### src/logic/ici_pkg.sv
// Shared constants and types of the byte-coded I/O command interpreter.
// Assumes one clock domain and byte streams on both the command side and
// the result side.
package ici_pkg;

	// ==========================================================
	// Geometry
	localparam int NUM_PORTS = 5;
	localparam int BYTE_W = 8;
	localparam int ADC_W = 10;
	localparam int CHAN_W = 4;

	// ==========================================================
	// Command codes
	localparam logic [7:0] OPC_PREFIX = 8'h0B;
	localparam logic [7:0] OPC_EXIT = 8'h00;
	localparam logic [1:0] FAMILY_HI = 2'h3;
	localparam logic [3:0] OPC_SPI_PARAMS = 4'h1;
	localparam logic [3:0] OPC_DIR_WRXOR = 4'h2;
	localparam logic [3:0] OPC_ADC_ALL = 4'h3;
	localparam logic [3:0] OPC_PORT_RW = 4'h7;
	localparam logic [3:0] OPC_PORT_XOR = 4'h9;

	// Sub-commands carried in the upper nibble after the prefix
	localparam logic [3:0] SUB_SPI_CLOCK = 4'h0;
	localparam logic [3:0] SUB_USART_BAUD = 4'h1;

	// SPI clock choices in the low two bits
	localparam logic [1:0] SPI_RATE_12M = 2'h0;
	localparam logic [1:0] SPI_RATE_3M = 2'h1;
	localparam logic [1:0] SPI_RATE_750K = 2'h2;
	localparam logic [1:0] SPI_RATE_TIMER = 2'h3;

	// Rate timer prescaler codes
	localparam logic [1:0] PRESCALE_1 = 2'h0;
	localparam logic [1:0] PRESCALE_4 = 2'h1;
	localparam logic [1:0] PRESCALE_16 = 2'h2;
	localparam logic [1:0] PRESCALE_RSVD = 2'h3;

	// ==========================================================
	// Field positions
	localparam int SPI_IDLE_BIT = 4;
	localparam int SPI_SAMPLE_BIT = 5;
	localparam int PRESCALE_LSB = 2;
	localparam int CMP1_BIT = 6;
	localparam int CMP2_BIT = 7;
	localparam int SEL_W = 5;

	// ==========================================================
	// Reset values
	localparam logic [7:0] LATCH_RESET = 8'h00;
	localparam logic [7:0] DIR_RESET = 8'hFF;
	localparam logic [7:0] PERIOD_RESET = 8'hFF;
	localparam logic [15:0] DIVIDER_RESET = 16'h0000;

	// ==========================================================
	// Types
	typedef struct packed {
		logic [1:0] rate_sel;
		logic [1:0] timer_prescale_field;
		logic [7:0] spi_rate_timer;
		logic clock_idles_high_param;
		logic sample_late_param;
	} ici_spi_cfg_t;

	typedef struct packed {
		logic high_speed;
		logic [15:0] divider;
	} ici_usart_cfg_t;

	typedef struct packed {
		logic en;
		logic use_xor;
		logic dir;
		logic [2:0] idx;
		logic [7:0] data;
	} ici_bank_op_t;

	typedef enum logic [3:0] {
		ST_OPCODE = 4'h0,
		ST_SUB = 4'h1,
		ST_SPI_PERIOD = 4'h2,
		ST_BAUD_LO = 4'h3,
		ST_BAUD_HI = 4'h4,
		ST_PSEL_RD = 4'h5,
		ST_PSEL_WR = 4'h6,
		ST_PORT_RD = 4'h7,
		ST_PORT_WR = 4'h8,
		ST_TSEL = 4'h9,
		ST_PIN_DIRECTION_REGISTER = 4'hA,
		ST_ADC_START = 4'hB,
		ST_ADC_WAIT = 4'hC,
		ST_ADC_LO = 4'hD,
		ST_ADC_HI = 4'hE
	} ici_state_t;

endpackage : ici_pkg

### src/logic/ici_port_bank.sv
// Port output latches and pin direction registers of ports A to E.
// Assumes the interpreter issues at most one operation per cycle.
`timescale 1ns/1ps

module ici_port_bank #(
	parameter int PORTS = ici_pkg::NUM_PORTS
) (
	input wire logic core_clk_i,
	input wire logic rst_i,
	input wire ici_pkg::ici_bank_op_t op_i,
	output logic [PORTS-1:0][7:0] latch_o,
	output logic [PORTS-1:0][7:0] dir_o
);

	// ==========================================================
	// One latch and one direction register per port
	genvar g;
	generate
		for (g = 0; g < PORTS; g++) begin : g_port
			// Latch: plain write or exclusive-or with the operand
			always_ff @(posedge core_clk_i or posedge rst_i) begin
				if (rst_i) begin
					latch_o[g] <= ici_pkg::LATCH_RESET;
				end else if (op_i.en && !op_i.dir && op_i.idx == 3'(g)) begin
					latch_o[g] <= op_i.use_xor ? (latch_o[g] ^ op_i.data)
						: op_i.data;
				end
			end

			// Direction register: same operations
			always_ff @(posedge core_clk_i or posedge rst_i) begin
				if (rst_i) begin
					dir_o[g] <= ici_pkg::DIR_RESET;
				end else if (op_i.en && op_i.dir && op_i.idx == 3'(g)) begin
					dir_o[g] <= op_i.use_xor ? (dir_o[g] ^ op_i.data)
						: op_i.data;
				end
			end
		end
	endgenerate

endmodule : ici_port_bank

### src/logic/ici_interp.sv
// Byte-coded command interpreter: decodes a command byte stream, updates
// SPI, USART, port and direction settings and returns result bytes.
// Assumes command and result streams, the converter and its configured
// top channel are on core_clk_i; port pins and comparators are not.
//
// How it works
// - Prefix byte announces clock and baud sub-commands
// - Upper nibble after prefix selects sub-command
// - Low two bits pick SPI clock source
// - With timer clock choice, bits 3:2 set prescaler; 11 reserved
// - Timer clock choice takes one period byte
// - Baud bit 0 selects divide-16 or divide-4
// - Two following bytes load sixteen-bit baud divider
// - Bit 4 idle level, bit 5 sample instant
// - Two select bytes: read and write per port
// - Write bytes consumed in order A to E
// - One result byte per read port, A to E
// - Ports A, C, E carry comparators in 7:6
// - XOR variant exclusive-ors latches with operands
// - Direction writes first, then XORs, A to E
// - Read-all converts channel zero up to top
// - Result low byte, then bits 9:8 in low bits
// - Second result byte top bits hold comparators
`timescale 1ns/1ps

module ici_interp (
	input wire logic core_clk_i,
	input wire logic rst_i,
	input wire logic cmd_valid_i,
	input wire logic [7:0] cmd_data_i,
	output logic cmd_ready_o,
	output logic res_valid_o,
	output logic [7:0] res_data_o,
	input wire logic res_ready_i,
	input wire logic [ici_pkg::NUM_PORTS-1:0][7:0] port_pins_i,
	output logic [ici_pkg::NUM_PORTS-1:0][7:0] port_latch_o,
	output logic [ici_pkg::NUM_PORTS-1:0][7:0] pin_direction_register_o,
	input wire logic [1:0] cmp_pins_i,
	output ici_pkg::ici_spi_cfg_t spi_cfg_o,
	output ici_pkg::ici_usart_cfg_t usart_cfg_o,
	input wire logic [ici_pkg::CHAN_W-1:0] adc_top_chan_i,
	output logic adc_start_o,
	output logic [ici_pkg::CHAN_W-1:0] adc_chan_o,
	input wire logic adc_done_i,
	input wire logic [ici_pkg::ADC_W-1:0] adc_result_i
);

	// ==========================================================
	// Declarations
	ici_pkg::ici_state_t state;
	ici_pkg::ici_state_t next_state;
	ici_pkg::ici_bank_op_t bank_op;
	logic [ici_pkg::NUM_PORTS-1:0][7:0] pin_meta;
	logic [ici_pkg::NUM_PORTS-1:0][7:0] pin_sync;
	logic [1:0] cmp_meta;
	logic [1:0] cmp_sync;
	logic [ici_pkg::SEL_W-1:0] rd_sel;
	logic [ici_pkg::SEL_W-1:0] port_write_select;
	logic [ici_pkg::SEL_W-1:0] dir_wr_sel;
	logic [ici_pkg::SEL_W-1:0] direction_xor_select;
	logic port_xor_mode;
	logic [2:0] idx;
	logic [3:0] tidx;
	logic [ici_pkg::ADC_W-1:0] adc_res;
	logic stall;
	logic take;
	logic emit;
	logic [7:0] emit_data;
	logic pin_direction_register_need;
	logic pin_direction_register_is_xor;
	logic [2:0] pin_direction_register_port;
	logic opc_family;

	// ==========================================================
	// Helper functions

	// Port value for the result stream, comparators in the top bits of ports A, C, E
	function automatic logic [7:0] port_read_byte(
		input logic [2:0] p,
		input logic [7:0] pins,
		input logic [1:0] cmp
	);
		logic [7:0] b;
		b = pins;
		if (p == 3'h0 || p == 3'h2 || p == 3'h4) begin
			b[ici_pkg::CMP1_BIT] = cmp[0];
			b[ici_pkg::CMP2_BIT] = cmp[1];
		end
		return b;
	endfunction : port_read_byte

	// Step index over the ten direction slots: writes, then XORs
	function automatic logic [2:0] slot_port(input logic [3:0] t);
		logic [3:0] r;
		r = (t >= 4'(ici_pkg::NUM_PORTS)) ? t - 4'(ici_pkg::NUM_PORTS) : t;
		return r[2:0];
	endfunction : slot_port

	// ==========================================================
	// Pin and comparator synchronisers
	always_ff @(posedge core_clk_i or posedge rst_i) begin
		if (rst_i) begin
			pin_meta <= '0;
			pin_sync <= '0;
			cmp_meta <= 2'h0;
			cmp_sync <= 2'h0;
		end else begin
			pin_meta <= port_pins_i;
			pin_sync <= pin_meta;
			cmp_meta <= cmp_pins_i;
			cmp_sync <= cmp_meta;
		end
	end

	// ==========================================================
	// Handshake terms
	assign stall = res_valid_o && !res_ready_i;
	assign opc_family = (cmd_data_i[7:6] == ici_pkg::FAMILY_HI);
	assign pin_direction_register_port = slot_port(tidx);
	assign pin_direction_register_is_xor = (tidx >= 4'(ici_pkg::NUM_PORTS));
	assign pin_direction_register_need = pin_direction_register_is_xor ? direction_xor_select[pin_direction_register_port]
		: dir_wr_sel[pin_direction_register_port];

	// Command bytes are accepted only where an opcode or a parameter is expected
	always_comb begin
		case (state)
			ici_pkg::ST_OPCODE, ici_pkg::ST_SUB, ici_pkg::ST_SPI_PERIOD,
			ici_pkg::ST_BAUD_LO, ici_pkg::ST_BAUD_HI, ici_pkg::ST_PSEL_RD,
			ici_pkg::ST_PSEL_WR, ici_pkg::ST_TSEL: begin
				cmd_ready_o = !stall;
			end
			ici_pkg::ST_PORT_WR: begin
				cmd_ready_o = !stall && port_write_select[idx];
			end
			ici_pkg::ST_PIN_DIRECTION_REGISTER: begin
				cmd_ready_o = !stall && pin_direction_register_need;
			end
			default: begin
				cmd_ready_o = 1'b0;
			end
		endcase
	end
	assign take = cmd_valid_i && cmd_ready_o;

	// ==========================================================
	// Result byte selection
	always_comb begin
		emit = 1'b0;
		emit_data = 8'h00;
		case (state)
			ici_pkg::ST_PORT_RD: begin
				emit = !stall && rd_sel[idx];
				emit_data = port_read_byte(idx, pin_sync[idx], cmp_sync);
			end
			ici_pkg::ST_ADC_LO: begin
				emit = !stall;
				emit_data = adc_res[7:0];
			end
			ici_pkg::ST_ADC_HI: begin
				emit = !stall;
				emit_data = {cmp_sync[1], cmp_sync[0], 4'h0,
					adc_res[9:8]};
			end
			default: begin
				emit = 1'b0;
			end
		endcase
	end

	// Result register, held until the consumer takes it
	always_ff @(posedge core_clk_i or posedge rst_i) begin
		if (rst_i) begin
			res_valid_o <= 1'b0;
			res_data_o <= 8'h00;
		end else if (emit) begin
			res_valid_o <= 1'b1;
			res_data_o <= emit_data;
		end else if (res_ready_i) begin
			res_valid_o <= 1'b0;
		end
	end

	// ==========================================================
	// Next state
	always_comb begin
		next_state = state;
		case (state)
			ici_pkg::ST_OPCODE: begin
				if (take) begin
					if (cmd_data_i == ici_pkg::OPC_PREFIX) begin
						next_state = ici_pkg::ST_SUB;
					end else if (opc_family &&
						cmd_data_i[3:0] == ici_pkg::OPC_DIR_WRXOR) begin
						next_state = ici_pkg::ST_TSEL;
					end else if (opc_family &&
						cmd_data_i[3:0] == ici_pkg::OPC_ADC_ALL) begin
						next_state = ici_pkg::ST_ADC_START;
					end else if (opc_family &&
						(cmd_data_i[3:0] == ici_pkg::OPC_PORT_RW ||
						cmd_data_i[3:0] == ici_pkg::OPC_PORT_XOR)) begin
						next_state = ici_pkg::ST_PSEL_RD;
					end
				end
			end
			ici_pkg::ST_SUB: begin
				if (take) begin
					if (cmd_data_i[7:4] == ici_pkg::SUB_SPI_CLOCK &&
						cmd_data_i[1:0] == ici_pkg::SPI_RATE_TIMER) begin
						next_state = ici_pkg::ST_SPI_PERIOD;
					end else if (cmd_data_i[7:4] ==
						ici_pkg::SUB_USART_BAUD) begin
						next_state = ici_pkg::ST_BAUD_LO;
					end else begin
						next_state = ici_pkg::ST_OPCODE;
					end
				end
			end
			ici_pkg::ST_SPI_PERIOD: begin
				if (take) begin
					next_state = ici_pkg::ST_OPCODE;
				end
			end
			ici_pkg::ST_BAUD_LO: begin
				if (take) begin
					next_state = ici_pkg::ST_BAUD_HI;
				end
			end
			ici_pkg::ST_BAUD_HI: begin
				if (take) begin
					next_state = ici_pkg::ST_OPCODE;
				end
			end
			ici_pkg::ST_PSEL_RD: begin
				if (take) begin
					next_state = ici_pkg::ST_PSEL_WR;
				end
			end
			ici_pkg::ST_PSEL_WR: begin
				if (take) begin
					next_state = ici_pkg::ST_PORT_RD;
				end
			end
			ici_pkg::ST_PORT_RD: begin
				if (!stall) begin
					next_state = ici_pkg::ST_PORT_WR;
				end
			end
			ici_pkg::ST_PORT_WR: begin
				if (!stall && (take || !port_write_select[idx])) begin
					next_state = (idx == 3'(ici_pkg::NUM_PORTS - 1))
						? ici_pkg::ST_OPCODE : ici_pkg::ST_PORT_RD;
				end
			end
			ici_pkg::ST_TSEL: begin
				if (take) begin
					next_state = ici_pkg::ST_PIN_DIRECTION_REGISTER;
				end
			end
			ici_pkg::ST_PIN_DIRECTION_REGISTER: begin
				if (!stall && (take || !pin_direction_register_need) &&
					tidx == 4'(2 * ici_pkg::NUM_PORTS - 1)) begin
					next_state = ici_pkg::ST_OPCODE;
				end
			end
			ici_pkg::ST_ADC_START: begin
				next_state = ici_pkg::ST_ADC_WAIT;
			end
			ici_pkg::ST_ADC_WAIT: begin
				if (adc_done_i) begin
					next_state = ici_pkg::ST_ADC_LO;
				end
			end
			ici_pkg::ST_ADC_LO: begin
				if (!stall) begin
					next_state = ici_pkg::ST_ADC_HI;
				end
			end
			ici_pkg::ST_ADC_HI: begin
				if (!stall) begin
					next_state = (adc_chan_o >= adc_top_chan_i)
						? ici_pkg::ST_OPCODE : ici_pkg::ST_ADC_START;
				end
			end
			default: begin
				next_state = ici_pkg::ST_OPCODE;
			end
		endcase
	end

	// State register
	always_ff @(posedge core_clk_i or posedge rst_i) begin
		if (rst_i) begin
			state <= ici_pkg::ST_OPCODE;
		end else begin
			state <= next_state;
		end
	end

	// ==========================================================
	// SPI configuration
	always_ff @(posedge core_clk_i or posedge rst_i) begin
		if (rst_i) begin
			spi_cfg_o.rate_sel <= ici_pkg::SPI_RATE_12M;
			spi_cfg_o.timer_prescale_field <= ici_pkg::PRESCALE_1;
			spi_cfg_o.spi_rate_timer <= ici_pkg::PERIOD_RESET;
			spi_cfg_o.clock_idles_high_param <= 1'b0;
			spi_cfg_o.sample_late_param <= 1'b0;
		end else if (take) begin
			if (state == ici_pkg::ST_SUB &&
				cmd_data_i[7:4] == ici_pkg::SUB_SPI_CLOCK) begin
				spi_cfg_o.rate_sel <= cmd_data_i[1:0];
				if (cmd_data_i[1:0] == ici_pkg::SPI_RATE_TIMER &&
					cmd_data_i[3:2] != ici_pkg::PRESCALE_RSVD) begin
					spi_cfg_o.timer_prescale_field <=
						cmd_data_i[ici_pkg::PRESCALE_LSB +: 2];
				end
			end else if (state == ici_pkg::ST_SPI_PERIOD) begin
				spi_cfg_o.spi_rate_timer <= cmd_data_i;
			end else if (state == ici_pkg::ST_OPCODE && opc_family &&
				cmd_data_i[3:0] == ici_pkg::OPC_SPI_PARAMS) begin
				spi_cfg_o.clock_idles_high_param <=
					cmd_data_i[ici_pkg::SPI_IDLE_BIT];
				spi_cfg_o.sample_late_param <=
					cmd_data_i[ici_pkg::SPI_SAMPLE_BIT];
			end
		end
	end

	// ==========================================================
	// USART baud configuration
	always_ff @(posedge core_clk_i or posedge rst_i) begin
		if (rst_i) begin
			usart_cfg_o <= '{high_speed: 1'b0,
				divider: ici_pkg::DIVIDER_RESET};
		end else if (take) begin
			if (state == ici_pkg::ST_SUB &&
				cmd_data_i[7:4] == ici_pkg::SUB_USART_BAUD) begin
				usart_cfg_o.high_speed <= cmd_data_i[0];
			end else if (state == ici_pkg::ST_BAUD_LO) begin
				usart_cfg_o.divider[7:0] <= cmd_data_i;
			end else if (state == ici_pkg::ST_BAUD_HI) begin
				usart_cfg_o.divider[15:8] <= cmd_data_i;
			end
		end
	end

	// ==========================================================
	// Port and direction select bytes
	always_ff @(posedge core_clk_i or posedge rst_i) begin
		if (rst_i) begin
			rd_sel <= '0;
			port_write_select <= '0;
			port_xor_mode <= 1'b0;
			dir_wr_sel <= '0;
			direction_xor_select <= '0;
		end else if (take) begin
			case (state)
				ici_pkg::ST_OPCODE: begin
					port_xor_mode <= (cmd_data_i[3:0] ==
						ici_pkg::OPC_PORT_XOR);
					direction_xor_select[4:3] <= cmd_data_i[5:4];
				end
				ici_pkg::ST_PSEL_RD: begin
					rd_sel <= cmd_data_i[ici_pkg::SEL_W-1:0];
				end
				ici_pkg::ST_PSEL_WR: begin
					port_write_select <= cmd_data_i[ici_pkg::SEL_W-1:0];
				end
				ici_pkg::ST_TSEL: begin
					direction_xor_select[2:0] <= cmd_data_i[7:5];
					dir_wr_sel <= cmd_data_i[ici_pkg::SEL_W-1:0];
				end
				default: begin
					rd_sel <= rd_sel;
				end
			endcase
		end
	end

	// ==========================================================
	// Port and direction step counters
	always_ff @(posedge core_clk_i or posedge rst_i) begin
		if (rst_i) begin
			idx <= 3'h0;
			tidx <= 4'h0;
		end else if (state == ici_pkg::ST_PSEL_WR) begin
			idx <= 3'h0;
		end else if (state == ici_pkg::ST_TSEL) begin
			tidx <= 4'h0;
		end else if (state == ici_pkg::ST_PORT_WR && !stall &&
			(take || !port_write_select[idx])) begin
			idx <= idx + 3'h1;
		end else if (state == ici_pkg::ST_PIN_DIRECTION_REGISTER && !stall &&
			(take || !pin_direction_register_need)) begin
			tidx <= tidx + 4'h1;
		end
	end

	// Operation handed to the latch bank
	always_comb begin
		bank_op = '0;
		if (take && state == ici_pkg::ST_PORT_WR) begin
			bank_op.en = 1'b1;
			bank_op.use_xor = port_xor_mode;
			bank_op.idx = idx;
			bank_op.data = cmd_data_i;
		end else if (take && state == ici_pkg::ST_PIN_DIRECTION_REGISTER) begin
			bank_op.en = 1'b1;
			bank_op.dir = 1'b1;
			bank_op.use_xor = pin_direction_register_is_xor;
			bank_op.idx = pin_direction_register_port;
			bank_op.data = cmd_data_i;
		end
	end

	// ==========================================================
	// Converter sequencing
	always_ff @(posedge core_clk_i or posedge rst_i) begin
		if (rst_i) begin
			adc_start_o <= 1'b0;
			adc_chan_o <= '0;
			adc_res <= '0;
		end else begin
			adc_start_o <= (next_state == ici_pkg::ST_ADC_START);
			if (state == ici_pkg::ST_OPCODE) begin
				adc_chan_o <= '0;
			end else if (state == ici_pkg::ST_ADC_HI && !stall) begin
				adc_chan_o <= adc_chan_o + 4'h1;
			end
			if (state == ici_pkg::ST_ADC_WAIT && adc_done_i) begin
				adc_res <= adc_result_i;
			end
		end
	end

	// ==========================================================
	// Latch and direction storage
	ici_port_bank #(
		.PORTS(ici_pkg::NUM_PORTS)
	) u_bank (
		.core_clk_i(core_clk_i),
		.rst_i(rst_i),
		.op_i(bank_op),
		.latch_o(port_latch_o),
		.dir_o(pin_direction_register_o)
	);

endmodule : ici_interp

### config.mk
export PLATFORM = sky130hd
export DESIGN_NAME = ici_interp
export DESIGN_NICKNAME = d
export VERILOG_FILES = /design/src/logic/ici_pkg.sv /design/src/logic/ici_port_bank.sv /design/src/logic/ici_interp.sv
export SDC_FILE = /design/constraint.sdc
export NUM_CORES = 1
export LEC_CHECK = 0
export BUFFER_PORTS_ARGS = -buffer_cell sky130_fd_sc_hd__buf_2
export CAP_MARGIN = 5
export CORE_AREA = 2 2 110 218
export DETAILED_ROUTE_END_ITERATION = 16
export DIE_AREA = 0 0 112 220
export MAX_ROUTING_LAYER = met4
export PLACE_DENSITY = 0.76
export REMOVE_ABC_BUFFERS = 1
export SYNTH_ARGS = -nofsm -noshare
export SYNTH_HDL_FRONTEND = slang
export SYNTH_SLANG_ARGS = --single-unit
### constraint.sdc
create_clock -name core_clk_i -period 8.3 [get_ports core_clk_i]
set_input_delay 0.415 -clock core_clk_i [delete_from_list [all_inputs] [get_ports core_clk_i]]
set_output_delay 0.415 -clock core_clk_i [all_outputs]
set_load 0.01 [all_outputs]
Yosys cells after proc, flatten, opt, wreduce, memory -nomap -nowiden
Cells that the tools add are included.
{"block": "word_totals", "out_inout_bits": 126, "wordCells": 234, "regBits": 251}
{"block": "op_classes", "mux": 62, "n_reduce_logical": 71, "n_addsub": 4, "magnitude_cmp": 4, "bitwise": 15, "n_eq_ne": 34}
{"op": "$mux W4", "n": 23}
{"op": "$mux W8", "n": 11}
{"op": "$xor A8 B8 Y8", "n": 10}
{"op": "$pmux W4 S14", "n": 1}
{"op": "$eq A4 B4 Y1 const B", "n": 10}
{"op": "$logic_and A1 B1 Y1", "n": 37}
{"op": "$bmux W8 S3", "n": 1}
{"op": "$pmux W8 S3", "n": 1}
{"op": "$eq A4 B3 Y1 const B", "n": 5}
{"op": "$eq A4 B2 Y1 const B", "n": 4}
{"op": "$mux W3", "n": 5}
{"op": "$mux W14", "n": 1}
{"op": "$reduce_and A2 Y1", "n": 7}
{"op": "$bmux W1 S3", "n": 4}
{"op": "$eq A4 B1 Y1 const B", "n": 3}
{"op": "$reduce_and A3 Y1", "n": 4}
{"op": "$mux W11", "n": 1}
{"op": "$eq A3 B2 Y1 const B", "n": 3}
{"op": "$add A4 B1 Y4 const B", "n": 2}
{"op": "$eq A8 B4 Y1 const B", "n": 1}
{"op": "$logic_not A4 Y1", "n": 2}
{"op": "$lt A3 B4 Y1 const B", "n": 2}
{"op": "$mux W1", "n": 8}
{"op": "$mux W2", "n": 4}
{"op": "18 further kinds", "n": 40}

Depth between registers and ports, before layout
{"block": "logic_depth", "word_depth": 14, "depth_mapped": 11}

Cells and area by module
From an unflattened synthesis, not the netlist that was laid out.
{"block": "unflattened", "hier_cells": 1008, "hier_area_um2": 11506.0}
{"mod": "ici_interp", "area_per_inst_um2": 7054.3, "cells_each": 547, "instances": 1, "seq_area_each_um2": 4289.1}
{"mod": "ici_port_bank", "area_per_inst_um2": 4451.8, "cells_each": 461, "instances": 1, "seq_area_each_um2": 2052.0}

Least setup slack after synthesis
OpenSTA, ideal clock, no wires.
{"block": "synth_timing", "path_kind": "register to register", "from": "reg tidx[0]", "to": "reg u_bank.dir_o[10] (netlist name)", "required_time_ns": 8.219, "slack_ns": 5.381, "arrival_time_ns": 2.838, "path_stages_with_launch": 12, "path_cell_list": "dfrtp_1 > inv_1 > ha_1 > nand2b_1 > a21oi_1 > mux4_2 > a32oi_4 > a21o_1 > buf_6 > buf_2 > a21boi_1 > o221a_1"}
{"block": "synth_via", "elab_chain_cells": 13}
{"element": "start: declaration", "line_no": "ici_interp.sv:63", "rtl": "logic [3:0] tidx;"}
{"element": "start signal: assignment", "line_no": "ici_interp.sv:395", "rtl": "tidx <= tidx + 4'h1;"}
{"element": "$ge A4 B3 Y1 or $sub A3 B3 Y3 (tied branches)", "line_no": "ici_interp.sv:95, ici_interp.sv:120"}
{"element": "$mux W3", "line_no": "ici_interp.sv:95", "rtl": "r = (t >= 4'(ici_pkg::NUM_PORTS)) ? t - 4'(ici_pkg::NUM_PORTS) : t;"}
{"element": "$bmux W1 S3, on equally long branches", "line_no": "ici_interp.sv:122, ici_interp.sv:121"}
{"element": "$mux W1, on equally long branches", "line_no": "ici_interp.sv:122, ici_interp.sv:121"}
{"element": "$mux W1", "line_no": "ici_interp.sv:121", "rtl": "assign pin_direction_register_need = pin_direction_register_is_xor ? direction_xor_select[pin_direction_regist ..."}
{"element": "$logic_and A1 B1 Y1", "line_no": "ici_interp.sv:136", "rtl": "cmd_ready_o = !stall && pin_direction_register_need;"}
{"element": "$pmux W1 S3", "line_no": "ici_interp.sv:126", "rtl": "case (state)"}
{"element": "$logic_and A1 B1 Y1", "line_no": "ici_interp.sv:143", "rtl": "assign take = cmd_valid_i && cmd_ready_o;"}
{"element": "$logic_and A1 B1 Y1", "line_no": "ici_interp.sv:407", "rtl": "end else if (take && state == ici_pkg::ST_PIN_DIRECTION_REGISTER) begin"}
{"element": "$mux W14", "line_no": "ici_interp.sv:407"}
{"element": "$mux W11 (tied with other cells)", "line_no": "ici_interp.sv:402", "rtl": "if (take && state == ici_pkg::ST_PORT_WR) begin"}
{"element": "$eq A3 B1 Y1 (tied with other cells)", "line_no": "ici_port_bank.sv:34", "rtl": "end else if (op_i.en && op_i.dir && op_i.idx == 3'(g)) begin"}
{"element": "$logic_and A1 B1 Y1 or $mux W8 (tied branches)", "line_no": "ici_port_bank.sv:34, ici_port_bank.sv:35"}
{"element": "end signal: indexed assignment", "line_no": "ici_port_bank.sv:33", "rtl": "dir_o[g] <= ici_pkg::DIR_RESET;"}
{"element": "end signal: indexed assignment", "line_no": "ici_port_bank.sv:35", "rtl": "dir_o[g] <= op_i.use_xor ? (dir_o[g] ^ op_i.data)"}
{"element": "end: declaration", "line_no": "ici_port_bank.sv:12", "rtl": "output logic [PORTS-1:0][7:0] dir_o"}
Parallel ways exist; a longest one is shown, timed or not. The select of a mux whose other input is x is not followed.
A chain may end at the register's enable or synchronous reset.

Final worst setup path
{"block": "layout_timing", "from": "reg tidx[0]", "to": "reg u_bank.latch_o[25] (netlist name)"}
{"block": "layout_via", "elab_chain_cells": 14}
{"element": "branches (longest 14 deep; another with $ge A4 B3 Y1)"}
{"element": "end signal: indexed assignment", "line_no": "ici_port_bank.sv:23", "rtl": "latch_o[g] <= ici_pkg::LATCH_RESET;"}
{"element": "end signal: indexed assignment", "line_no": "ici_port_bank.sv:25", "rtl": "latch_o[g] <= op_i.use_xor ? (latch_o[g] ^ op_i.data)"}
{"element": "end: declaration", "line_no": "ici_port_bank.sv:11", "rtl": "output logic [PORTS-1:0][7:0] latch_o,"}
Several ways; the timed one is not identified. The select of a mux whose other input is x is not followed.

==> impl_results.md <==
- Status: complete, no violations
- Switching power: 0.9304 mW
- Mapped Cells: 1045
- First-pass GRT wire length: 50.69 mm
- WS Path Type: reg -> reg
- Average size of a mapped cell: 10.78 um^2
- CTS tree: built
- LEAKAGE: 6.153 nW
- Tot Pwr: about 3.1 mW
- Synth unique cells: 82
- Vias/cell: ~6
- Cell Pwr Density: 230.3 nW/um^2
- Core ar.: ~23000 um^2
- Share of layout cells above drive strength 1: 28.61%
- GPL Wtd Cong: about 0.96
- RR Startpoint: tidx[0]
- Crit path DAT: 4.57 ns
- Final clock skew: 0.007962 ns
- Fin area: ~14000 um^2
- Initial Util: 48.72%
- Total CTS buffers: 22
- Sequential Power Share: around 47%
- Post-synth EDFFs: 0
- Worst hold path type: in -> async
- Grt total ovfl: 0
- Synth warn: 0
- Critical path endpoint: u_bank.latch_o[25]
- CP startpoint: tidx[0]
- Die area: 24640 um^2
- # diodes: 0
- Wire length on met3: 1.667 mm
- Height of the die: ~220 um
- Average wire per standard cell: 20.89 um
- Clk sink count: 251
- Wirelength, routed: 32.42 mm
- Post-Syn Area: 11270 um^2
- Peak VDD IR: ~0.19 mV
- R2r worst-path depth: 9
- Final setup viols: 0
- Slew @ Worst Pin: 1.223 ns
- Slew Limit Headroom: 18.46%
- Pin count of the biggest net entering global routing: around 120
- Clock power frac: 36.3%
- P_int: between 2 and 2.5 mW
- Comb pwr share: 17.1%
- Wl on met1: 11.36 mm
- Clk buf depth: 3
- DRC viols: 0
- Setup_tns: 0 ns
- GRT Total Usage: 26.85%
- CP Capture Type: flop
- Leading post-synthesis cells by cell area: dfrtp_1 45%, dfstp_2 11%, nor2_1 3.2%, nand2_1 3.0%, o21ai_0 3.0%
- Largest area contributor in the netlist: dfrtp_1
- R2R Setup Slk: about 4.1 ns
- DP HPWL: around 21 mm
- Critical Path RT: 8.71 ns
- Asr flop ratio synth: 100.0%
- Max-cap violation count: 0
- Max H-tree Level: 1
- Vias: 9354
- Post-synthesis sequential area ratio: 56.27%
- Syn-to-layout area delta: 21.28%
- Synth Register Bits: 251
- Tmin final: about 4.2 ns
- Final period utilization: 50.10%
- Setup repair bufs after CTS: 0
- Antenna Nets Post-Route: 0
- Top-level I/O count: 195
- Reg clk slew, reported paths: 0.07 ns
- Main synth FF type: dfrtp_1
- Hold_ws: 0.03361 ns
- Placed inst area: roughly 12000 um^2
- Critical Path Start Type: flop
- 1st-iter DRT viols: around 740
- Site Rows: just under 80
- Initial antenna violation count: 0
- Clk Latency, worst-skew pair: 0.52 ns
- Hold Vio Cnt, Final: 0
- Worst Path Max Fanout: 28
- Die X: 112 um
- First-pass iteration count of the detailed router: 5
- Layout Nets: ~1300
- Highest metal used: met4
- Yosys top cell area share: 45.08%
- Reg2reg end: u_bank.latch_o[25]
- Met2 wire len: 17.35 mm
- Max-slew violations: 0
- RSZ-0062 raised after global routing: false
- Sw Ratio: 29.56%
- Vias in the first global route: 9359
- Input/output buffers: 194
- Root Buffer: clkbuf_16
- Max Fclk: 0.2405 GHz
==> cells in the mapped netlist, types with 6 or more instances <==
cell	instances
and4_1	9
nand3_1	11
mux4_2	6
o21ai_0	67
nand2b_1	8
nor4_1	13
mux2_2	29
nor2_1	97
a21boi_1	9
nor3_1	29
nand4_1	17
mux2i_1	13
buf_2	14
dfstp_2	48
and2_1	37
nand2_1	91
clkbuf_1	40
a21oi_1	50
dfrtp_1	203
a311oi_1	16
ha_1	11
o221a_1	8
inv_1	26
o21ai_1	32
buf_1	6
a221oi_1	33
a221oi_2	8
a22oi_1	10
==> state kept, by name, summed over array words and instances, names as in the netlist, 8 cells and up <==
register,cells
pin_meta,40
u_bank.latch_o,40
spi_cfg_o,14
res_data_o,8
pin_sync,40
adc_res,10
u_bank.dir_o,40
usart_cfg_o,17
==> through the flow <==
stage	util [%]	worst slack, ns	cells
floorplan	-	1.064	981
global placement	53.74	4.250	1469
detailed placement	53.74	4.193	1469
CTS	58.97	4.167	1549
global route	59.09	3.794	1552
finish	59.09	4.142	1552
==> cell type report <==
type / instances / area [um^2]
fill: 1957 / 9462
multi-input combinational: 700 / 4562
tap: 283 / 354.1
sequential: 251 / 6341
clock buffer: 27 / 620.6
timing repair buffer: 248 / 1481
clock inverter: 13 / 188.9
inverter: 30 / 120.1
==> power groups by stage <==
stage | Combinational, mW | Clock (mW) | Sequential [mW]
floorplan | 0.300 | 0 | 1.47
global placement | 0.507 | 0 | 1.48
detailed placement | 0.517 | 0 | 1.49
CTS | 0.533 | 1.16 | 1.47
global route | 0.589 | 1.21 | 1.48
finish | 0.537 | 1.14 | 1.47
==> worst min path at each step <==
stage               startpoint      endpoint  slack, ns  depth (start not counted)
2_1_floorplan      cmp_meta[0]   cmp_sync[0]       0.33                          0
3_3_place_gp       pin_meta[4]   pin_sync[4]       0.33                          0
3_5_place_dp       cmp_meta[0]   cmp_sync[0]       0.33                          0
4_1_cts        port_pins_i[19]  pin_meta[19]      0.006                          1
5_1_grt                  rst_i  pin_meta[14]       0.10                          2
6_report                 rst_i  pin_meta[14]       0.03                          2
==> metal layers <==
layer	vias up	GRT usage, %
li1	4216	-
met1	4597	28.34
met2	400	47.96
met3	141	3.383
met4	0	15.73
met5	-	-
==> cell usage in the layout (no fill, tap or decap), types with 11 or more instances in the layout <==
cell type,Yosys,layout
mux2_2,29,29
buf_2,14,194
a311oi_1,16,16
nor2_1,97,97
dfrtp_1,203,203
nor4_1,13,13
nand3_1,11,11
buf_4,2,11
and2_1,37,37
dlygate4sd3_1,0,42
a221oi_1,33,33
o21ai_1,32,32
o21ai_0,67,67
a21oi_1,50,49
inv_1,26,25
nand2_1,91,91
clkbuf_16,0,23
nand4_1,17,17
dfstp_2,48,48
ha_1,11,11
nor3_1,29,29
mux2i_1,13,13
==> repair_timing <==
action | 4_1_cts | 5_1_grt
hold buffers | 40 | 2
resized for setup | 0 | 0
endpoints found under the hold margin | 40 | 2
setup endpoints to repair | 0 | 0
==> kinds of logic after synthesis <==
family                     after synthesis  share of synthesized area (%)
AOI/OAI and AO/OA                      281                          17.26
buffers and inverters                   94                          3.486
and+or+nand+nor                        355                          16.12
DFF                                    251                          56.27
xor gates and xnor gates                 5                         0.3887
muxes                                   48                          5.251
adders and majority gates               11                          1.221
==> critical path, stage by stage (launching register included) <==
cell,delay [ns]
dfrtp_1,0.50
inv_1,0.21
ha_1,0.26
nand2b_1,0.13
a21oi_1,0.28
mux4_2,0.59
a32oi_4,0.46
a21o_1,0.86
nor2_1,0.36
a221oi_1,0.38
(Power assumes the default switching activity.)
